[config.mk]
export PLATFORM = sky130hd
export DESIGN_NAME = radio_rx_sync_timeout
export DESIGN_NICKNAME = d
export VERILOG_FILES = /design/src/shared/rx_timeout_pkg.sv /design/src/shared/rx_timer_if.sv /design/src/core/rx_sync_timer.sv /design/src/core/radio_rx_sync_timeout.sv
export SDC_FILE = /design/constraint.sdc
export NUM_CORES = 1
export LEC_CHECK = 0
export BUFFER_PORTS_ARGS = -buffer_cell sky130_fd_sc_hd__buf_2
export CORE_AREA = 2 2 119 207
export CTS_CLUSTER_DIAMETER = 80
export DETAILED_ROUTE_END_ITERATION = 8
export DIE_AREA = 0 0 121 209
export PLACE_DENSITY_LB_ADDON = 0.12
export SLEW_MARGIN = 15
export SYNTH_ARGS = -nofsm -noshare
export SYNTH_HDL_FRONTEND = slang
export SYNTH_HIERARCHICAL = 1
export SYNTH_SLANG_ARGS = --single-unit
export TNS_END_PERCENT = 30
[constraint.sdc]
create_clock -name pclk -period 5.66 [get_ports pclk]
set_input_delay 1.132 -clock pclk [delete_from_list [all_inputs] [get_ports pclk]]
set_output_delay 1.132 -clock pclk [all_outputs]
set_load 0.03 [all_outputs]
[src/shared/rx_timeout_pkg.sv]
package rx_timeout_pkg;

	// ------------------------------------------------------------
	// register map
	// ------------------------------------------------------------
	// printed index of the config register; byte address is four times it
	localparam logic [15:0] RX_CFG_INDEX = 16'hdf12;
	// status register index, next free word above the radio block
	localparam logic [15:0] RX_STATUS_INDEX = 16'hdf80;
	localparam logic [31:0] RX_CFG_ADDR = {14'h0000, RX_CFG_INDEX, 2'b00};
	localparam logic [31:0] RX_STATUS_ADDR = {14'h0000, RX_STATUS_INDEX, 2'b00};

	// ------------------------------------------------------------
	// config fields and reset value
	// ------------------------------------------------------------
	localparam int CFG_END_ON_CS_BIT = 4;
	localparam int CFG_QUAL_BIT = 3;
	localparam int CFG_SEL_MSB = 2;
	localparam int CFG_WIDTH = 5;
	localparam logic [7:0] RX_CFG_RESET = 8'h07;
	// select code that turns the timeout off
	localparam logic [2:0] SEL_NO_TIMEOUT = 3'h7;

	// ------------------------------------------------------------
	// timing
	// ------------------------------------------------------------
	// coefficient times 26 times 4, per wake resolution, in reference ticks
	localparam logic [15:0] COEF_RES0 = 16'h0177;
	localparam logic [15:0] COEF_RES1 = 16'h0753;
	localparam logic [15:0] COEF_RES2 = 16'h0d2f;
	localparam logic [15:0] COEF_RES3 = 16'h130b;
	// the x4 scaling above is undone by two extra shift steps
	localparam int COEF_SCALE_SHIFT = 2;
	localparam int REF_MHZ_DEFAULT = 26;
	localparam int CLK_MHZ = 250;
	localparam int LIMIT_WIDTH = 32;

	// status bit positions
	localparam int ST_RUNNING_BIT = 0;
	localparam int ST_EXPIRED_BIT = 1;
	localparam int ST_SYNC_BIT = 2;
	localparam int ST_PQT_BIT = 3;
	localparam int ST_END_TIMEOUT_BIT = 4;
	localparam int ST_END_CS_BIT = 5;

endpackage : rx_timeout_pkg

[src/shared/rx_timer_if.sv]
// carries the timeout request from control to the timer and the expiry back
interface rx_timer_if;
	import rx_timeout_pkg::*;
	logic start; // one-cycle pulse, restarts the count
	logic stop; // one-cycle pulse, abandons the count
	logic [LIMIT_WIDTH-1:0] limit; // reference ticks to wait, held from start
	logic expired; // one-cycle pulse when the limit is reached

	modport ctrl (output start, output stop, output limit, input expired);
	modport timer (input start, input stop, input limit, output expired);
endinterface : rx_timer_if

[src/core/rx_sync_timer.sv]
module rx_sync_timer
	import rx_timeout_pkg::*;
#(
	parameter int REF_MHZ = REF_MHZ_DEFAULT
)
(
	input wire logic pclk,
	input wire logic presetn,
	rx_timer_if.timer tmr
);

	// ------------------------------------------------------------
	// reference tick and count state
	// ------------------------------------------------------------
	logic [8:0] acc; // fractional phase of the reference clock
	logic [8:0] next_acc;
	logic [LIMIT_WIDTH-1:0] count; // reference ticks seen since start
	logic [LIMIT_WIDTH-1:0] next_count;
	logic running;
	logic next_running;
	logic expired;
	logic next_expired;
	logic [8:0] sum;

	assign tmr.expired = expired;

	// reference ticks are made by phase accumulation, so a 26 MHz
	// reference is honoured on average without a second clock domain
	always_comb
	begin
		sum = acc + 9'(REF_MHZ);
		next_acc = acc;
		next_count = count;
		next_running = running;
		next_expired = 1'b0;
		if (tmr.start)
		begin
			// restart phase too, so every timeout starts from a clean tick
			next_acc = '0;
			next_count = '0;
			next_running = 1'b1;
		end
		else if (tmr.stop)
		begin
			next_running = 1'b0;
		end
		else if (running)
		begin
			if (sum >= 9'(CLK_MHZ))
			begin
				// one reference period has passed
				next_acc = sum - 9'(CLK_MHZ);
				if (count + 1'b1 >= tmr.limit)
				begin
					next_expired = 1'b1;
					next_running = 1'b0;
				end
				next_count = count + 1'b1;
			end
			else
			begin
				next_acc = sum;
			end
		end
	end

	// registers only
	always_ff @(posedge pclk or negedge presetn)
	begin
		if (!presetn)
		begin
			acc <= '0;
			count <= '0;
			running <= 1'b0;
			expired <= 1'b0;
		end
		else
		begin
			acc <= next_acc;
			count <= next_count;
			running <= next_running;
			expired <= next_expired;
		end
	end

endmodule : rx_sync_timer

[src/core/radio_rx_sync_timeout.sv]
// Local design decision: the APB interface to the registers.
module radio_rx_sync_timeout
	import rx_timeout_pkg::*;
#(
	parameter int REF_MHZ = REF_MHZ_DEFAULT
)
(
	input wire logic pclk,
	input wire logic presetn,
	// apb slave
	input wire logic psel,
	input wire logic penable,
	input wire logic pwrite,
	input wire logic [31:0] paddr,
	input wire logic [31:0] pwdata,
	output logic [31:0] prdata,
	output logic pready,
	output logic pslverr,
	// radio side, same clock
	input wire logic rx_active,
	input wire logic sync_detected,
	input wire logic pqt_reached,
	input wire logic carrier_sense,
	input wire logic [15:0] wake_event_period,
	input wire logic [1:0] wake_timer_resolution,
	output logic rx_end
);

	// ------------------------------------------------------------
	// declarations
	// ------------------------------------------------------------
	rx_timer_if tmr (); // link to the tick counter

	logic [CFG_WIDTH-1:0] cfg; // stored config bits 4:0
	logic [CFG_WIDTH-1:0] next_cfg;
	logic [31:0] next_prdata;
	logic next_pready;
	logic next_pslverr;
	logic rx_active_q; // previous receive level, for start edge
	logic next_rx_active_q;
	logic sync_seen; // sync found in this receive
	logic next_sync_seen;
	logic pqt_seen; // preamble quality reached in this receive
	logic next_pqt_seen;
	logic timer_running; // a timeout is pending
	logic next_timer_running;
	logic expired_flag; // last receive saw the timer expire
	logic next_expired_flag;
	logic end_by_timeout; // last end came from the timer
	logic next_end_by_timeout;
	logic end_by_cs; // last end came from carrier sense
	logic next_end_by_cs;
	logic next_rx_end;
	logic start_pulse;
	logic next_start_pulse;
	logic stop_pulse;
	logic next_stop_pulse;
	logic [LIMIT_WIDTH-1:0] limit;
	logic [LIMIT_WIDTH-1:0] next_limit;

	logic [2:0] sel;
	logic end_on_cs;
	logic qual;

	assign sel = cfg[CFG_SEL_MSB:0];
	assign end_on_cs = cfg[CFG_END_ON_CS_BIT];
	assign qual = cfg[CFG_QUAL_BIT];

	assign tmr.start = start_pulse;
	assign tmr.stop = stop_pulse;
	assign tmr.limit = limit;

	// ------------------------------------------------------------
	// helpers
	// ------------------------------------------------------------
	// coefficient times 26 times 4 for the resolution at select zero
	function automatic logic [15:0] coef_of(input logic [1:0] res);
		logic [15:0] c;
		unique case (res)
			2'd0: c = COEF_RES0;
			2'd1: c = COEF_RES1;
			2'd2: c = COEF_RES2;
			2'd3: c = COEF_RES3;
		endcase
		return c;
	endfunction : coef_of

	// reference ticks to wait; each select step halves the coefficient
	function automatic logic [LIMIT_WIDTH-1:0] ticks_of(
		input logic [15:0] period,
		input logic [1:0] res,
		input logic [2:0] s
	);
		logic [LIMIT_WIDTH-1:0] prod;
		prod = LIMIT_WIDTH'(period) * LIMIT_WIDTH'(coef_of(res));
		return prod >> (32'(s) + COEF_SCALE_SHIFT);
	endfunction : ticks_of

	// register decode
	function automatic logic is_cfg(input logic [31:0] a);
		return a == RX_CFG_ADDR;
	endfunction : is_cfg

	function automatic logic is_status(input logic [31:0] a);
		return a == RX_STATUS_ADDR;
	endfunction : is_status

	// ------------------------------------------------------------
	// apb slave
	// ------------------------------------------------------------
	// no wait state: read data and answer are set up in the setup
	// cycle so every output comes from a flop
	always_comb
	begin
		next_cfg = cfg;
		next_prdata = prdata;
		next_pready = 1'b0;
		next_pslverr = 1'b0;
		if (psel && !penable)
		begin
			// setup phase: prepare the answer for the access phase
			next_pready = 1'b1;
			next_pslverr = !(is_cfg(paddr) || is_status(paddr));
			next_prdata = '0;
			if (is_cfg(paddr))
			begin
				next_prdata = {27'h000_0000, cfg};
			end
			else if (is_status(paddr))
			begin
				next_prdata[ST_RUNNING_BIT] = timer_running;
				next_prdata[ST_EXPIRED_BIT] = expired_flag;
				next_prdata[ST_SYNC_BIT] = sync_seen;
				next_prdata[ST_PQT_BIT] = pqt_seen;
				next_prdata[ST_END_TIMEOUT_BIT] = end_by_timeout;
				next_prdata[ST_END_CS_BIT] = end_by_cs;
			end
		end
		else if (psel && penable && pready)
		begin
			// access completes here; writes take effect on this edge
			if (pwrite && is_cfg(paddr))
			begin
				next_cfg = pwdata[CFG_WIDTH-1:0];
			end
		end
	end

	always_ff @(posedge pclk or negedge presetn)
	begin
		if (!presetn)
		begin
			cfg <= RX_CFG_RESET[CFG_WIDTH-1:0];
			prdata <= '0;
			pready <= 1'b0;
			pslverr <= 1'b0;
		end
		else
		begin
			cfg <= next_cfg;
			prdata <= next_prdata;
			pready <= next_pready;
			pslverr <= next_pslverr;
		end
	end

	// ------------------------------------------------------------
	// receive control
	// ------------------------------------------------------------
	// the limit is latched at receive start, so a select write during
	// receive only affects the next one
	always_comb
	begin
		next_rx_active_q = rx_active;
		next_sync_seen = sync_seen;
		next_pqt_seen = pqt_seen;
		next_timer_running = timer_running;
		next_expired_flag = expired_flag;
		next_end_by_timeout = end_by_timeout;
		next_end_by_cs = end_by_cs;
		next_rx_end = 1'b0;
		next_start_pulse = 1'b0;
		next_stop_pulse = 1'b0;
		next_limit = limit;
		if (rx_active && !rx_active_q)
		begin
			// new receive: clear history and arm the timer unless disabled
			next_sync_seen = sync_detected;
			next_pqt_seen = pqt_reached;
			next_expired_flag = 1'b0;
			next_end_by_timeout = 1'b0;
			next_end_by_cs = 1'b0;
			if (sel != SEL_NO_TIMEOUT)
			begin
				next_limit = ticks_of(wake_event_period, wake_timer_resolution, sel);
				next_start_pulse = 1'b1;
				next_timer_running = 1'b1;
			end
		end
		else if (rx_active)
		begin
			// detector events are sticky for the whole receive
			next_sync_seen = sync_seen || sync_detected;
			next_pqt_seen = pqt_seen || pqt_reached;
			if (end_on_cs && !carrier_sense && !rx_end)
			begin
				// carrier gone: end at once, drop any pending timeout
				next_rx_end = 1'b1;
				next_end_by_cs = 1'b1;
				next_stop_pulse = timer_running;
				next_timer_running = 1'b0;
			end
			else if (timer_running && tmr.expired)
			begin
				next_timer_running = 1'b0;
				next_expired_flag = 1'b1;
				// a detection in the expiry cycle still counts
				if (!(sync_seen || sync_detected) && !qual)
				begin
					next_rx_end = 1'b1;
					next_end_by_timeout = 1'b1;
				end
				else if (!(sync_seen || sync_detected || pqt_seen || pqt_reached))
				begin
					next_rx_end = 1'b1;
					next_end_by_timeout = 1'b1;
				end
			end
		end
		else if (timer_running)
		begin
			// receive left by other means: abandon the timeout
			next_stop_pulse = 1'b1;
			next_timer_running = 1'b0;
		end
	end

	always_ff @(posedge pclk or negedge presetn)
	begin
		if (!presetn)
		begin
			rx_active_q <= 1'b0;
			sync_seen <= 1'b0;
			pqt_seen <= 1'b0;
			timer_running <= 1'b0;
			expired_flag <= 1'b0;
			end_by_timeout <= 1'b0;
			end_by_cs <= 1'b0;
			rx_end <= 1'b0;
			start_pulse <= 1'b0;
			stop_pulse <= 1'b0;
			limit <= '0;
		end
		else
		begin
			rx_active_q <= next_rx_active_q;
			sync_seen <= next_sync_seen;
			pqt_seen <= next_pqt_seen;
			timer_running <= next_timer_running;
			expired_flag <= next_expired_flag;
			end_by_timeout <= next_end_by_timeout;
			end_by_cs <= next_end_by_cs;
			rx_end <= next_rx_end;
			start_pulse <= next_start_pulse;
			stop_pulse <= next_stop_pulse;
			limit <= next_limit;
		end
	end

	// ------------------------------------------------------------
	// tick counter
	// ------------------------------------------------------------
	rx_sync_timer #(
		.REF_MHZ(REF_MHZ)
	) u_timer (
		.pclk(pclk),
		.presetn(presetn),
		.tmr(tmr)
	);

endmodule : radio_rx_sync_timeout

==> out/summary.txt <==
worst-case reg-to-reg path depth - 11
biggest area consumer among synthesized cells - fa_1
beginning of the critical path - wake_timer_resolution[1]
post-DR wirelength/cell - 17.67 um
Worst Setup EP - limit[12]
Warnings, synthesis - 6
top-count cell post-synth - inv_1
largest net degree at the start of global routing - 60
register area share after synthesis - 16.84%
CTS clk-pin slew, worst paths - 0.07 ns
Post-Syn Instances - 1,623
asr flop ratio synth - 100.0%
# hold bufs at CTS - 0
Die X - 121 um
CTS Buf Count - 9
Slew @ Worst Pin - 1.072 ns
total wire length - 38,410 um
first-pass GRT wire length - 62,730 um
vias in the first global route - 13,157
syn avg cell area - 8.618 sq um
core area - 23,740 sq um
Yosys cell types - 78
worst min path class - register to register
Setup CP Type - input pin to register
worst r2r src - u_timer/count[6]
number of synthesized flops with an enable pin - 0
vias - 12,273
Worst Slack Setup Final - -1.235 ns
layout cell share with drive strength beyond 1 - 25.99%
setup TNS - -29.27 ns
RSZ-0062 raised after global routing - true
DPL Wire Length - 31,890 um
Arr. time, crit path - 7.18 ns
post-synthesis mux area share - 4.106%
Hold Worst Slack - 0.4753 ns
Fin Clk Skew - 0.01125 ns
Synth Register Bits - 94
CTS tree - yes
gpl congestion - 0.9732
R2R Setup Slk - 1.94 ns
Nets - 2,242
CTS root buf - clkbuf_16
synthesized-area fraction occupied by and/or/nand/nor cells - 16.58%
clk_lat worst skew - 0.35 ns
failing checks - negative setup slack
Required @ worst endpoint - 5.94 ns
XOR/XNOR Fraction of Synth Area - 4.687%
initial antenna violation count - 0
worst reg2reg path endpoint - u_timer/running
Pins Over Slew Limit - 0
share of the synthesized area in the top cell type - 19.75%
Fin. Hold Viols - 0
I/O Buffers - 72
ys flop type - dfrtp_1
status - finished with violations
largest family of logic cells by synthesized area - adder cells
Adder-Cell Fraction of Synth Area - 33.35%
clock net sink count - 94
Total GRT Usage - 31.15%
crit end category - register
I/O Pins - 126
Inserted Diodes - 0
die height - 209 um
die area - 25,290 sq um
Post-DRT Antenna Nets - 0
H-tree levels - 3
min Tclk post-route - 6.895 ns
Detailed Routing Iterations Pass 1 - 5
Max Clk Rate - 0.1450 GHz
Max-cap violations - 0
Commonest cells post-synth - inv_1 (271), ha_1 (152), fa_1 (138)
DRC - 0
Synth Area in Compound Gates - 13.85%
crit share post-route - 121.8%
crit path launch type - input pin
drt initial violations - 551
GRT overflow - 0
Final Setup Violations - 29
Filler cells - 1,824
Max Fanout on Critical Path - 5
synth top area cells - fa_1 (20%), dfrtp_1 (16%), ha_1 (14%)
Initial Util - 58.91%
vias per cell - 5.645
Max-slew headroom - 28.56%
Std-Cell Rows - 75
clock buffer depth - 2
area grow syn2layout - 23.34%
synthesized cell area - 13,990 sq um
## state kept, by name, summed over array words and instances, names as in the netlist, 5 cells and up
| register | count |
|---|---|
| u_timer/count | 32 |
| limit | 29 |
| u_timer/acc | 8 |
| prdata | 6 |
| cfg | 5 |
## layout by cell type, fill, tap and decap left out, types with 9 or more instances in the layout
cell,n
mux2_2,13
a21o_1,11
fa_1,131
o211ai_1,32
clkbuf_16,9
a211oi_1,9
o21ai_2,12
nor2_4,10
ha_4,13
o21ai_1,10
conb_1,29
o21ai_0,38
buf_4,198
nand2_1,128
a21oi_1,54
mux2i_1,16
ha_1,138
buf_2,69
or3_1,11
nand4_1,23
inv_1,254
o2111ai_1,12
dfrtp_1,91
and3_1,14
nor2b_1,18
nand2b_1,9
a22oi_1,11
xnor2_1,30
nor2_1,103
inv_2,15
buf_6,16
and2_1,50
nor3_1,32
nand3_1,22
xor2_1,35
o21a_1,10
## layout make-up
cell class              count  area (sq um)  area share (%)
inverters                 272          1036           6.005
clock buffers              10         229.0           1.327
flip-flops and latches     94          2356           13.66
well taps                 308         385.4           2.234
clock inverters             6         52.55          0.3046
repair buffers            286          2067           11.98
multi-input cells        1198         11130           64.49
## worst max-delay path, cell delays in order
cell	delay (ns)
buf_12	0.12
ha_4	0.16
nor2_4	0.14
buf_6	0.12
buf_6	0.09
buf_6	0.09
nor2_4	0.03
fa_1	0.55
inv_1	0.06
fa_1	0.48
inv_1	0.05
fa_1	0.50
fa_1	0.43
fa_1	0.49
inv_1	0.05
fa_1	0.49
inv_2	0.05
ha_4	0.27
buf_6	0.10
and4_4	0.21
and4_4	0.23
a22o_4	0.19
mux2i_4	0.26
nand2_2	0.06
mux2_4	0.26
mux4_2	0.46
o21ai_2	0.11
## kinds of logic after synthesis
group,count (synthesis)
AND/OR/NAND/NOR,473
multiplexers,44
XOR/XNOR,74
flip-flops,94
other,1
AO/OA/AOI/OAI,288
adder cells (fa/ha/maj),290
buffers and inverters,359
## how the worst min path moves through the flow
stage | startpoint | endpoint | slack (ns) | cells after the start
5_1_grt | prdata[3] | prdata[3] | 0.50 | 2
3_5_place_dp | prdata[3] | prdata[3] | 0.46 | 2
2_1_floorplan | limit[7] | limit[7] | 0.45 | 2
4_1_cts | prdata[3] | prdata[3] | 0.48 | 2
3_3_place_gp | prdata[5] | prdata[5] | 0.46 | 2
6_report | prdata[2] | prdata[2] | 0.48 | 2
## per-stage QoR
stage                     setup slack (ns)  area (sq um)  cells  utilization [%]
after detailed placement            -1.884         16130   2142            67.95
after global placement              -1.798         16130   2142            67.95
after global routing                -1.397         17250   2174            72.66
final                               -1.235         17250   2174            72.66
after floorplan                     -1.376         14390   1651                -
after CTS                           -1.223         16790   2168            70.74
## repair_timing
| action | CTS | global route |
|---|---|---|
| buffers inserted | 10 | 7 |
| gates resized for setup | 67 | 95 |
| endpoints found under the setup margin | 29 | 29 |
| pin swaps | 37 | 69 |
## per-layer routing
metal | track usage [%] | vias to the layer above | wire (um)
met2 | 60.98 | 298 | 21660
met3 | 2.265 | 167 | 792
met1 | 30.11 | 5966 | 12970
met4 | 20.37 | 0 | 2993
li1 | - | 5842 | -
met5 | 0 | - | 0
Power is not shown: default switching activity piles up to over one toggle a cycle in this logic, so the estimate is an artifact.
